<file path="config.mk">
export PLATFORM = sky130hd
export DESIGN_NAME = imam_matcher
export DESIGN_NICKNAME = d
export VERILOG_FILES = /design/src/imam_pkg.sv /design/src/imam_matcher.sv
export SDC_FILE = /design/constraint.sdc
export NUM_CORES = 1
export LEC_CHECK = 0
export CAP_MARGIN = 40
export CORE_ASPECT_RATIO = 0.5
export CORE_MARGIN = 2
export CORE_UTILIZATION = 50
export CTS_BUF_LIST = sky130_fd_sc_hd__clkbuf_4
export DETAILED_ROUTE_END_ITERATION = 10
export DONT_BUFFER_PORTS = 1
export HOLD_SLACK_MARGIN = 0.1
export PLACE_DENSITY = 0.64
export SYNTH_ARGS = -nofsm -noshare
export SYNTH_HDL_FRONTEND = slang
export SYNTH_SLANG_ARGS = --single-unit
export TNS_END_PERCENT = 10
</file>
<file path="constraint.sdc">
create_clock -name i_clk -period 3 [get_ports i_clk]
set_clock_uncertainty 0.05 [all_clocks]
set_input_delay 0.3 -clock i_clk [delete_from_list [all_inputs] [get_ports i_clk]]
set_output_delay 0.3 -clock i_clk [all_outputs]
set_load 0.1 [all_outputs]
</file>
<file path="src/imam_pkg.sv">
// Functional notes
// - regular address comes from seven strap pins
// - address byte LSB one means read
// - group-call address resets to E0h, rewritable
// - group-call enabled at reset, E0h/E1h acknowledged
// - sub-call addresses reset to E2h, E4h, E8h
// - sub-call addresses disabled at reset
// - soft-reset call byte 06h recognised from start
// - soft-reset call with read bit not acknowledged unless strap is 03h or an enabled call entry matches it
// - reserved strap addresses matched like any other
// - control byte follows an acknowledged write address other than the soft-reset call
package imam_pkg;

    // ------------------------------------------------------------
    // call address table: entry 0 group, entries 1..3 sub-call
    // ------------------------------------------------------------
    localparam int NUM_CALLS = 4;
    localparam logic [NUM_CALLS-1:0][7:0] CALL_ADDR_RST = {8'he8, 8'he4, 8'he2, 8'he0};
    localparam logic [NUM_CALLS-1:0] CALL_EN_RST = 4'h1;
    localparam logic [7:0] SOFT_RESET_CALL = 8'h06;
    localparam logic [2:0] LAST_BIT = 3'h7;

    // ------------------------------------------------------------
    // types
    // ------------------------------------------------------------
    typedef enum logic [2:0] {
        KIND_REGULAR = 3'h0,
        KIND_GROUP = 3'h1,
        KIND_SUB1 = 3'h2,
        KIND_SUB2 = 3'h3,
        KIND_SUB3 = 3'h4,
        KIND_SOFT = 3'h5
    } imam_kind_t;

    typedef enum logic [2:0] {
        ST_IDLE = 3'h0,
        ST_ADDR = 3'h1,
        ST_ACKW = 3'h2,
        ST_ACK = 3'h3,
        ST_CTRL = 3'h4,
        ST_CACKW = 3'h5,
        ST_CACK = 3'h6,
        ST_IGNORE = 3'h7
    } imam_state_t;

    // local write port for the call address table
    typedef struct packed {
        logic wr;
        logic [1:0] sel;
        logic [7:0] addr;
        logic en;
    } imam_cfg_t;

endpackage : imam_pkg

</file>
<file path="src/imam_matcher.sv">
`timescale 1ns/10ps
module imam_matcher (
    input wire logic i_clk,
    input wire logic i_rst,
    input wire logic i_scl,
    input wire logic i_sda,
    input wire logic [6:0] i_strap_addr,
    input wire imam_pkg::imam_cfg_t i_cfg,
    output logic o_sda_o,
    output logic o_sda_oe,
    output logic o_addr_hit,
    output logic o_rw_read,
    output imam_pkg::imam_kind_t o_hit_kind,
    output logic o_soft_reset_call,
    output logic [7:0] o_ctrl_byte,
    output logic o_ctrl_valid
);

    // ------------------------------------------------------------
    // pin synchronisers and edge detection
    // ------------------------------------------------------------
    logic scl_m_r, scl_r, scl_d_r, sda_m_r, sda_r, sda_d_r;
    logic [6:0] strap_m_r, strap_r;

    // two stages before use; bus lines are asynchronous to i_clk
    always_ff @(posedge i_clk or posedge i_rst) begin
        if (i_rst) begin
            scl_m_r <= 1'b1;
            scl_r <= 1'b1;
            scl_d_r <= 1'b1;
            sda_m_r <= 1'b1;
            sda_r <= 1'b1;
            sda_d_r <= 1'b1;
            strap_m_r <= 7'h00;
            strap_r <= 7'h00;
        end else begin
            scl_m_r <= i_scl;
            scl_r <= scl_m_r;
            scl_d_r <= scl_r;
            sda_m_r <= i_sda;
            sda_r <= sda_m_r;
            sda_d_r <= sda_r;
            strap_m_r <= i_strap_addr;
            strap_r <= strap_m_r;
        end
    end

    logic scl_rise, scl_fall, start_cond, stop_cond;
    assign scl_rise = scl_r & ~scl_d_r;
    assign scl_fall = ~scl_r & scl_d_r;
    assign start_cond = scl_r & scl_d_r & sda_d_r & ~sda_r;
    assign stop_cond = scl_r & scl_d_r & ~sda_d_r & sda_r;

    // ------------------------------------------------------------
    // call address table
    // ------------------------------------------------------------
    logic [imam_pkg::NUM_CALLS-1:0][7:0] call_addr_r;
    logic [imam_pkg::NUM_CALLS-1:0] en_r;
    logic [imam_pkg::NUM_CALLS-1:0] match_vec;
    logic [2:0] cnt_r, cnt_nxt;
    logic [7:0] rx_r, rx_nxt;
    logic [7:0] full_byte;

    assign full_byte = {rx_r[6:0], sda_r};

    genvar gi;
    generate
        for (gi = 0; gi < imam_pkg::NUM_CALLS; gi++) begin : g_call
            logic [7:0] addr_nxt;
            logic en_nxt;
            logic sel_hit;

            assign sel_hit = i_cfg.wr && (i_cfg.sel == 2'(gi));

            // volatile: reset restores defaults, writes replace them
            always_comb begin
                addr_nxt = sel_hit ? i_cfg.addr : call_addr_r[gi];
                en_nxt = sel_hit ? i_cfg.en : en_r[gi];
            end

            always_ff @(posedge i_clk or posedge i_rst) begin
                if (i_rst) begin
                    call_addr_r[gi] <= imam_pkg::CALL_ADDR_RST[gi];
                    en_r[gi] <= imam_pkg::CALL_EN_RST[gi];
                end else begin
                    call_addr_r[gi] <= addr_nxt;
                    en_r[gi] <= en_nxt;
                end
            end

            // direction bit ignored; disabled entry never matches
            assign match_vec[gi] = en_r[gi] && (call_addr_r[gi][7:1] == full_byte[7:1]);
        end
    endgenerate

    // ------------------------------------------------------------
    // match priority
    // ------------------------------------------------------------
    logic any_match;
    imam_pkg::imam_kind_t match_kind;

    // soft reset first so a strap equal to it cannot steal the call
    always_comb begin
        any_match = 1'b1;
        match_kind = imam_pkg::KIND_REGULAR;
        if (full_byte == imam_pkg::SOFT_RESET_CALL) begin
            match_kind = imam_pkg::KIND_SOFT;
        end else if (full_byte[7:1] == strap_r) begin
            match_kind = imam_pkg::KIND_REGULAR;
        end else if (match_vec[0]) begin
            match_kind = imam_pkg::KIND_GROUP;
        end else if (match_vec[1]) begin
            match_kind = imam_pkg::KIND_SUB1;
        end else if (match_vec[2]) begin
            match_kind = imam_pkg::KIND_SUB2;
        end else if (match_vec[3]) begin
            match_kind = imam_pkg::KIND_SUB3;
        end else begin
            any_match = 1'b0; // soft call with read bit lands here unless strap is 03h or an enabled entry matches
        end
    end

    // ------------------------------------------------------------
    // receive sequencer
    // ------------------------------------------------------------
    imam_pkg::imam_state_t state_r, state_nxt;
    imam_pkg::imam_kind_t kind_r, kind_nxt;
    logic oe_r, oe_nxt, read_r, read_nxt, hit_r, hit_nxt, soft_r, soft_nxt;
    logic [7:0] ctrl_r, ctrl_nxt;
    logic cval_r, cval_nxt;

    // START restarts from anywhere; bit count is for the current byte
    always_comb begin
        state_nxt = state_r;
        kind_nxt = kind_r;
        cnt_nxt = cnt_r;
        rx_nxt = rx_r;
        oe_nxt = oe_r;
        read_nxt = read_r;
        hit_nxt = 1'b0;
        soft_nxt = 1'b0;
        ctrl_nxt = ctrl_r;
        cval_nxt = 1'b0;
        if (start_cond) begin
            state_nxt = imam_pkg::ST_ADDR;
            cnt_nxt = 3'h0;
            oe_nxt = 1'b0;
        end else if (stop_cond) begin
            state_nxt = imam_pkg::ST_IDLE;
            oe_nxt = 1'b0;
        end else begin
            unique case (state_r)
                imam_pkg::ST_IDLE, imam_pkg::ST_IGNORE: begin
                    oe_nxt = 1'b0;
                end
                imam_pkg::ST_ADDR, imam_pkg::ST_CTRL: begin
                    if (scl_rise) begin
                        rx_nxt = full_byte;
                        cnt_nxt = cnt_r + 3'h1;
                        if (cnt_r == imam_pkg::LAST_BIT) begin
                            if (state_r == imam_pkg::ST_CTRL) begin
                                ctrl_nxt = full_byte;
                                cval_nxt = 1'b1;
                                state_nxt = imam_pkg::ST_CACKW;
                            end else if (any_match) begin
                                kind_nxt = match_kind;
                                read_nxt = full_byte[0];
                                state_nxt = imam_pkg::ST_ACKW;
                            end else begin
                                state_nxt = imam_pkg::ST_IGNORE;
                            end
                        end
                    end
                end
                imam_pkg::ST_ACKW, imam_pkg::ST_CACKW: begin
                    if (scl_fall) begin
                        oe_nxt = 1'b1; // pull data low for the ninth clock
                        state_nxt = (state_r == imam_pkg::ST_ACKW) ? imam_pkg::ST_ACK : imam_pkg::ST_CACK;
                    end
                end
                imam_pkg::ST_ACK: begin
                    if (scl_fall) begin
                        oe_nxt = 1'b0;
                        hit_nxt = 1'b1;
                        cnt_nxt = 3'h0;
                        if (kind_r == imam_pkg::KIND_SOFT) begin
                            soft_nxt = 1'b1;
                            state_nxt = imam_pkg::ST_IGNORE;
                        end else if (read_r) begin
                            state_nxt = imam_pkg::ST_IGNORE; // read data path lives elsewhere
                        end else begin
                            state_nxt = imam_pkg::ST_CTRL;
                        end
                    end
                end
                imam_pkg::ST_CACK: begin
                    if (scl_fall) begin
                        oe_nxt = 1'b0;
                        state_nxt = imam_pkg::ST_IGNORE;
                    end
                end
            endcase
        end
    end

    always_ff @(posedge i_clk or posedge i_rst) begin
        if (i_rst) begin
            state_r <= imam_pkg::ST_IDLE;
            kind_r <= imam_pkg::KIND_REGULAR;
            cnt_r <= 3'h0;
            rx_r <= 8'h00;
            oe_r <= 1'b0;
            read_r <= 1'b0;
            hit_r <= 1'b0;
            soft_r <= 1'b0;
            ctrl_r <= 8'h00;
            cval_r <= 1'b0;
            o_sda_o <= 1'b0;
        end else begin
            state_r <= state_nxt;
            kind_r <= kind_nxt;
            cnt_r <= cnt_nxt;
            rx_r <= rx_nxt;
            oe_r <= oe_nxt;
            read_r <= read_nxt;
            hit_r <= hit_nxt;
            soft_r <= soft_nxt;
            ctrl_r <= ctrl_nxt;
            cval_r <= cval_nxt;
            o_sda_o <= 1'b0; // open drain: only ever pulls low
        end
    end

    assign o_sda_oe = oe_r;
    assign o_addr_hit = hit_r;
    assign o_rw_read = read_r;
    assign o_hit_kind = kind_r;
    assign o_soft_reset_call = soft_r;
    assign o_ctrl_byte = ctrl_r;
    assign o_ctrl_valid = cval_r;

    // ------------------------------------------------------------
    // checks
    // ------------------------------------------------------------
    logic addr_done;
    assign addr_done = (state_r == imam_pkg::ST_ADDR) && scl_rise && (cnt_r == imam_pkg::LAST_BIT);

    AST_REGULAR_ACK: assert property (@(posedge i_clk) disable iff (i_rst)
        (addr_done && full_byte[7:1] == strap_r && full_byte != imam_pkg::SOFT_RESET_CALL)
        |=> (state_r == imam_pkg::ST_ACKW && o_hit_kind == imam_pkg::KIND_REGULAR))
        else $error("strap address not taken");

    AST_RW_BIT: assert property (@(posedge i_clk) disable iff (i_rst)
        (addr_done && any_match) |=> (o_rw_read == $past(sda_r)))
        else $error("direction bit not captured");

    AST_GROUP_ACK: assert property (@(posedge i_clk) disable iff (i_rst)
        (addr_done && en_r[0] && full_byte[7:1] == call_addr_r[0][7:1]) |=> state_r == imam_pkg::ST_ACKW)
        else $error("enabled group call ignored");

    AST_NO_MATCH_IGNORE: assert property (@(posedge i_clk) disable iff (i_rst)
        (addr_done && match_vec == 4'h0 && full_byte[7:1] != strap_r && full_byte != imam_pkg::SOFT_RESET_CALL)
        |=> (state_r == imam_pkg::ST_IGNORE) ##1 !o_sda_oe)
        else $error("unmatched address acknowledged");

    AST_SOFT_READ_NACK: assert property (@(posedge i_clk) disable iff (i_rst)
        (addr_done && full_byte == 8'h07 && match_vec == 4'h0 && strap_r != 7'h03)
        |=> state_r == imam_pkg::ST_IGNORE)
        else $error("soft reset call with read bit acknowledged");

    AST_SUB_IGNORES_LSB: assert property (@(posedge i_clk) disable iff (i_rst)
        (addr_done && en_r[2] && full_byte[7:1] == call_addr_r[2][7:1]) |=> state_r == imam_pkg::ST_ACKW)
        else $error("sub call compare used direction bit");

    AST_ACK_HOLD: assert property (@(posedge i_clk) disable iff (i_rst)
        (state_r == imam_pkg::ST_ACK && !scl_fall && !start_cond && !stop_cond) |=> o_sda_oe)
        else $error("acknowledge released early");

    AST_CTRL_BYTE: assert property (@(posedge i_clk) disable iff (i_rst)
        (state_r == imam_pkg::ST_CTRL && scl_rise && cnt_r == imam_pkg::LAST_BIT)
        |=> (o_ctrl_valid && o_ctrl_byte == $past(full_byte)) ##1 !o_ctrl_valid)
        else $error("control byte not delivered");

    AST_CFG_WRITE: assert property (@(posedge i_clk) disable iff (i_rst)
        (i_cfg.wr && i_cfg.sel == 2'h0) |=> (call_addr_r[0] == $past(i_cfg.addr) && en_r[0] == $past(i_cfg.en)))
        else $error("group call address write lost");

endmodule : imam_matcher

</file>
# After elaboration in Yosys (flattened, before gate mapping)
# Index checks and enable logic that the tools add are counted.
classes:
  addsub: 1
  n_eq_ne: 27
  muxes: 50
  n_bitwise: 14
  n_reduce_logical: 23
ops:
  columns: ["operator", "n"]
  rows:
  - ["$mux W3", 20]
  - ["$eq A7 B7 Y1", 5]
  - ["$mux W1", 25]
  - ["$ne A4 B4 Y1 const B", 5]
  - ["$eq A3 B3 Y1 const B", 6]
  - ["$pmux W3 S4", 1]
  - ["$reduce_and A6 Y1", 2]
  - ["$eq A8 B3 Y1 const B", 1]
  - ["$logic_and A1 B1 Y1", 8]
  - ["$reduce_and A4 Y1", 2]
  - ["$reduce_or A2 Y1", 4]
  - ["$and A1 B1 Y1", 7]
  - ["$not A1 Y1", 7]
  - ["$reduce_and A7 Y1", 1]
  - ["$eq A3 B2 Y1 const B", 2]
  - ["$ne A3 B3 Y1 const B", 2]
  - ["$pmux W3 S2", 1]
  - ["$reduce_bool A6 Y1", 1]
  - ["$reduce_bool A5 Y1", 1]
  - ["$eq A2 B2 Y1 const B", 2]
  - ["$mux W2", 2]
  - ["$ne A4 B1 Y1 const B", 1]
  - ["$add A3 B1 Y3 const B", 1]
  - ["$eq A3 B1 Y1 const B", 1]
  - ["7 further kinds", 7]
totals:
  ff_bits: 85
  inputBits: 23
  output_inout_bits: 17

# Logic depth before layout (Yosys ltp)
depth:
  depth_word: 15
  depth_mapped: 8
  mapped_depth_nobuf: 8

# Worst setup path after synthesis
# No wires, ideal clock.
synth_path:
  path_type: "reg-to-reg"
  from: "register kind_r[0] (netlist: o_hit_kind[0])"
  to: "register state_r[0]"
  arrival_time_ps: 1757
  path_slack_ps: 1111
  path_stages_with_launch: 7
  period_less_slack_ps: 1889
  cell_sequence: "dfrtp_1 nand3b_1 nand4b_1 o21ai_0 a21oi_1 o211ai_1 a31oi_1"
synth_via:
  elab_chain_cells: 6
synth_lines:
  columns: ["element", "line", "rtl"]
  rows:
  - ["from (decl)", "imam_matcher.sv:127", "imam_pkg::imam_kind_t kind_r, kind_nxt;"]
  - ["from (signal assigned)", "imam_matcher.sv:209", "kind_r <= imam_pkg::KIND_REGULAR;"]
  - ["from (signal assigned)", "imam_matcher.sv:221", "kind_r <= kind_nxt;"]
  - ["$eq A3 B3 Y1", "imam_matcher.sv:186", "if (kind_r == imam_pkg::KIND_SOFT) begin"]
  - ["$mux W2", "imam_matcher.sv:186", null]
  - ["$mux W3", "imam_matcher.sv:182", "if (scl_fall) begin"]
  - ["$pmux W3 S4", "imam_matcher.sv:152", "unique case (state_r)"]
  - ["$mux W3", "imam_matcher.sv:148", "end else if (stop_cond) begin"]
  - ["$mux W3", "imam_matcher.sv:144", "if (start_cond) begin"]
  - ["to (signal assigned)", "imam_matcher.sv:208", "state_r <= imam_pkg::ST_IDLE;"]
  - ["to (signal assigned)", "imam_matcher.sv:220", "state_r <= state_nxt;"]
  - ["to (decl)", "imam_matcher.sv:126", "imam_pkg::imam_state_t state_r, state_nxt;"]
# No other way between the ends. The select of a mux whose other input is x is not followed.
# A chain may end at the register's enable or synchronous reset.

# Worst setup path after layout
layout_path:
  from: "register rx_r[0]"
  to: "register read_r (netlist: o_rw_read)"
layout_via:
  elab_chain_cells: 9
  word_cells_on_any_way: 17
  classes_between: "6 x eq/ne; 6 x mux; 5 x reduce/logical"
layout_lines:
  columns: ["element", "line", "rtl"]
  rows:
  - ["from (decl)", "imam_matcher.sv:61", "logic [7:0] rx_r, rx_nxt;"]
  - ["from (signal assigned)", "imam_matcher.sv:223", "rx_r <= rx_nxt;"]
  - ["$eq A7 B7 Y1", "imam_matcher.sv:92", "assign match_vec[gi] = en_r[gi] && (call_addr_r[gi][7:1] == full_byte[7:1]);"]
  - ["$logic_and A1 B1 Y1", "imam_matcher.sv:92", null]
  - ["$mux W1", "imam_matcher.sv:116", "end else if (match_vec[3]) begin"]
  - ["$mux W1", "imam_matcher.sv:114", "end else if (match_vec[2]) begin"]
  - ["$mux W1", "imam_matcher.sv:112", "end else if (match_vec[1]) begin"]
  - ["$mux W1", "imam_matcher.sv:110", "end else if (match_vec[0]) begin"]
  - ["$mux W1", "imam_matcher.sv:108", "end else if (full_byte[7:1] == strap_r) begin"]
  - ["$mux W1 (*)", "imam_matcher.sv:106", "if (full_byte == imam_pkg::SOFT_RESET_CALL) begin"]
  - ["$reduce_and A7 Y1 (no line) (*)", null, null]
  - ["to (signal assigned)", "imam_matcher.sv:225", "read_r <= read_nxt;"]
  - ["to (decl)", "imam_matcher.sv:128", "logic oe_r, oe_nxt, read_r, read_nxt, hit_r, hit_nxt, soft_r, soft_nxt;"]
# Every way passes the cells marked *; elsewhere a longest branch is shown, timed or not.

==> flow_summary.toml <==
[die]
dieArea_um2 = 8110
rows = 22
die_w_um = 125
pin_count = 40
die_h_um = 64.7
core_um2 = 7240
start_util_pct = 50.9

[power]
power_density_nw_per_um2 = 761
ir_drop_mv = 0.297
leakage_nw = 1.71

[grt]
first_global_vias = 2273
grt_pass1_wl_um = 11300
grt_max_degree = 35
track_usage_pct = 18.3
overflow = 0
antenna_found_initial = 0

[critical_path]
rr_worst_depth = 6
required_ps = 3270
startpoint_type = "flop"
end_kind = "flop"
arrival_ps = 2440
crit_type = "flop to flop"
crit_fanout = 9

[layout]
area_growth_syn_to_layout_pct = 13.0
drive_above_1_share_pct = 34.2
fin_cells = 406
stdcell_area_um2 = 4160
fin_nets = 330
antenna_cells = 0

[route]
wl_per_cell_um = 16.3
vias = 2175
wirelength_um = 6630
viasPerCell = 5.36
drc = 0
postRouteAntennaNets = 0
dr.pass1.iters = 4
dr.first_iter.drc_count = 107

[synthesis]
ys_seq_area_share_pct = 55.8
syn_nets = 304
yosys-top-cells-area = "dfrtp_1 40%, dfstp_2 16%, mux2_2 14%"
synth_top_area_share_pct = 40.1
synthTopCellsByCount = "59 x dfrtp_1, 47 x mux2_2, 32 x xnor2_1"
syn_avg_cell_area_um2 = 13.2
synth_edf_count = 0
ys_types = 48
synth_ff_type = "dfrtp_1"
syn_inst = 279
yosys_warnings = 0
syn_area_um2 = 3680
synth_top_area_cell = "dfrtp_1"
synthArstFlopShare_pct = 100
yosysMostFrequentCell = "dfrtp_1"
yosys_register_bits = 81

[sta]
fmax_ghz = 0.461
setup_viol = 0
relSlewSlack_pct = 39.9
drv_slew = 0
fin_crit_sh_pct = 72.3
hold_violations = 0
timing.final.crit_period_ps = 2170
fin_tns_setup_ps = 0
worst_pin_slew_ps = 902
rsz0062_at_grt = "false"

[min_path]
min_path_cells = 2
hp-class = "primary input to flop"

[clock_network]
cts.sinks = 81
htreeDepth = 3
cts_tree = "built"
clockBufferDepth = 2
cts_root_buf = "clkbuf_4"
postCtsResizedCells = 0
clk_latency_ps = 430
numCtsBuffers = 9
cts.clk_slew.worst_paths_ps = 120

[placed_design]
place_area_um2 = 3830
port_buffers = 0
dpl.hpwl_um = 4760
post-place-cells = 372
gp_congestion = 0.793

[status]
status = "finished, final reports clean"

[job]
cap_violations = 0
==> sequential cells by signal (all words and copies together), names as in the netlist <==
name / flops
o_soft_reset_call: 1
o_addr_hit: 1
scl_d_r: 1
o_sda_oe: 1
o_ctrl_valid: 1
o_hit_kind: 3
strap_r: 7
call_addr_r: 28
scl_r: 1
sda_m_r: 1
o_ctrl_byte: 8
sda_d_r: 1
scl_m_r: 1
strap_m_r: 7
cnt_r: 3
o_rw_read: 1
en_r: 4
state_r: 3
sda_r: 1
rx_r: 7
==> through the flow <==
| stage | hold WS [ps] | setup WS (ps) | util (%) | power [mW] |
|---|---|---|---|---|
| final | 178 | 832 | 57.5 | 3.17 |
| after global routing | 145 | 714 | 57.5 | 3.37 |
| after CTS | 148 | 830 | 57.5 | 3.21 |
| after detailed placement | 205 | 861 | 52.9 | 2.49 |
| after global placement | 255 | 886 | 51.8 | 2.45 |
| after floorplan | 254 | 606 | - | 2.38 |
==> worst paths after layout <==
path	start	end	slack, ps
hold / removal	i_cfg[9]	call_addr_r[6]$_DFFE_PP1P_	180
max in group asynchronous	i_rst	call_addr_r[9]$_DFFE_PP1P_	1710
setup / recovery	rx_r[0]$_DFFE_PP0P_	o_rw_read$_DFFE_PP0P_	830
setup reg to reg	rx_r[0]$_DFFE_PP0P_	o_rw_read$_DFFE_PP0P_	830
min in group asynchronous	i_rst	cnt_r[0]$_DFFE_PP0P_	310
hold reg to reg	strap_m_r[2]$_DFF_PP0_	strap_r[2]$_DFF_PP0_	300
==> placed cells by master, fill, tap and decap left out, drive strengths merged, types with 2 or more instances in the layout <==
cell type	netlist	routed
xor2	4	4
buf	9	10
o21ai	8	8
a31oi	2	2
dfstp	22	22
nor3	2	2
nand2	8	8
clkbuf	4	9
dlygate4sd3	0	18
xnor2	32	32
nand3	6	6
and3	2	2
nor2b	6	6
bufinv	0	2
nor4	3	3
dfrtp	59	59
a21oi	9	9
inv	8	7
nor2	12	12
o211ai	3	3
nand4	10	10
nand3b	3	3
nand4b	2	2
clkinv	0	5
ha	2	2
mux2	49	49
==> report_power, final <==
| part | switching (mW) | internal (mW) | total, mW |
|---|---|---|---|
| sequential | 0.344 | 1.31 | 1.65 |
| combinational | 0.384 | 0.450 | 0.834 |
| clock | 0.355 | 0.330 | 0.684 |
| total | 1.08 | 2.09 | 3.17 |
==> cell families after synthesis <==
kind of cell,count (synthesis),share of synthesized area [%]
compound gates,28,4.79
xor+xnor,36,9.48
fa+ha+maj,2,0.679
buf+inv,21,3.60
flops,81,55.8
mux,49,15.0
other cells,1,0.102
simple gates,61,10.6
==> cell type report <==
type / count / area [um2]
fillers: 579 / 3080
flip-flops and latches: 81 / 2050
multi-input cells: 177 / 1500
repair buffers: 28 / 308
well taps: 96 / 120
clock inverters: 7 / 85.1
clock buffers: 9 / 67.6
inverters: 8 / 31.3
==> per-layer routing <==
layer | routed length, um | global-route usage (%) | part of all wire (%)
met1 | 3190 | 23.6 | 48
met2 | 3050 | 29.1 | 46
met5 | 0 | 0 | 0
met3 | 270 | 6.28 | 4.1
met4 | 116 | 6.39 | 1.7
==> worst max-delay path: stages, from the launching register on <==
cell and delay (ps):
dfrtp_1 670, xnor2_1 200, nand4_2 160, nor4_4 290
nor4_4 120, a21oi_2 220, mux2_1 330
==> timing repair <==
item,CTS,global route
endpoints found under the setup margin,0,0
hold buffers,18,0
buffers inserted,0,0
hold endpoints to repair,73,0
Power figures use the tool's default switching activity.
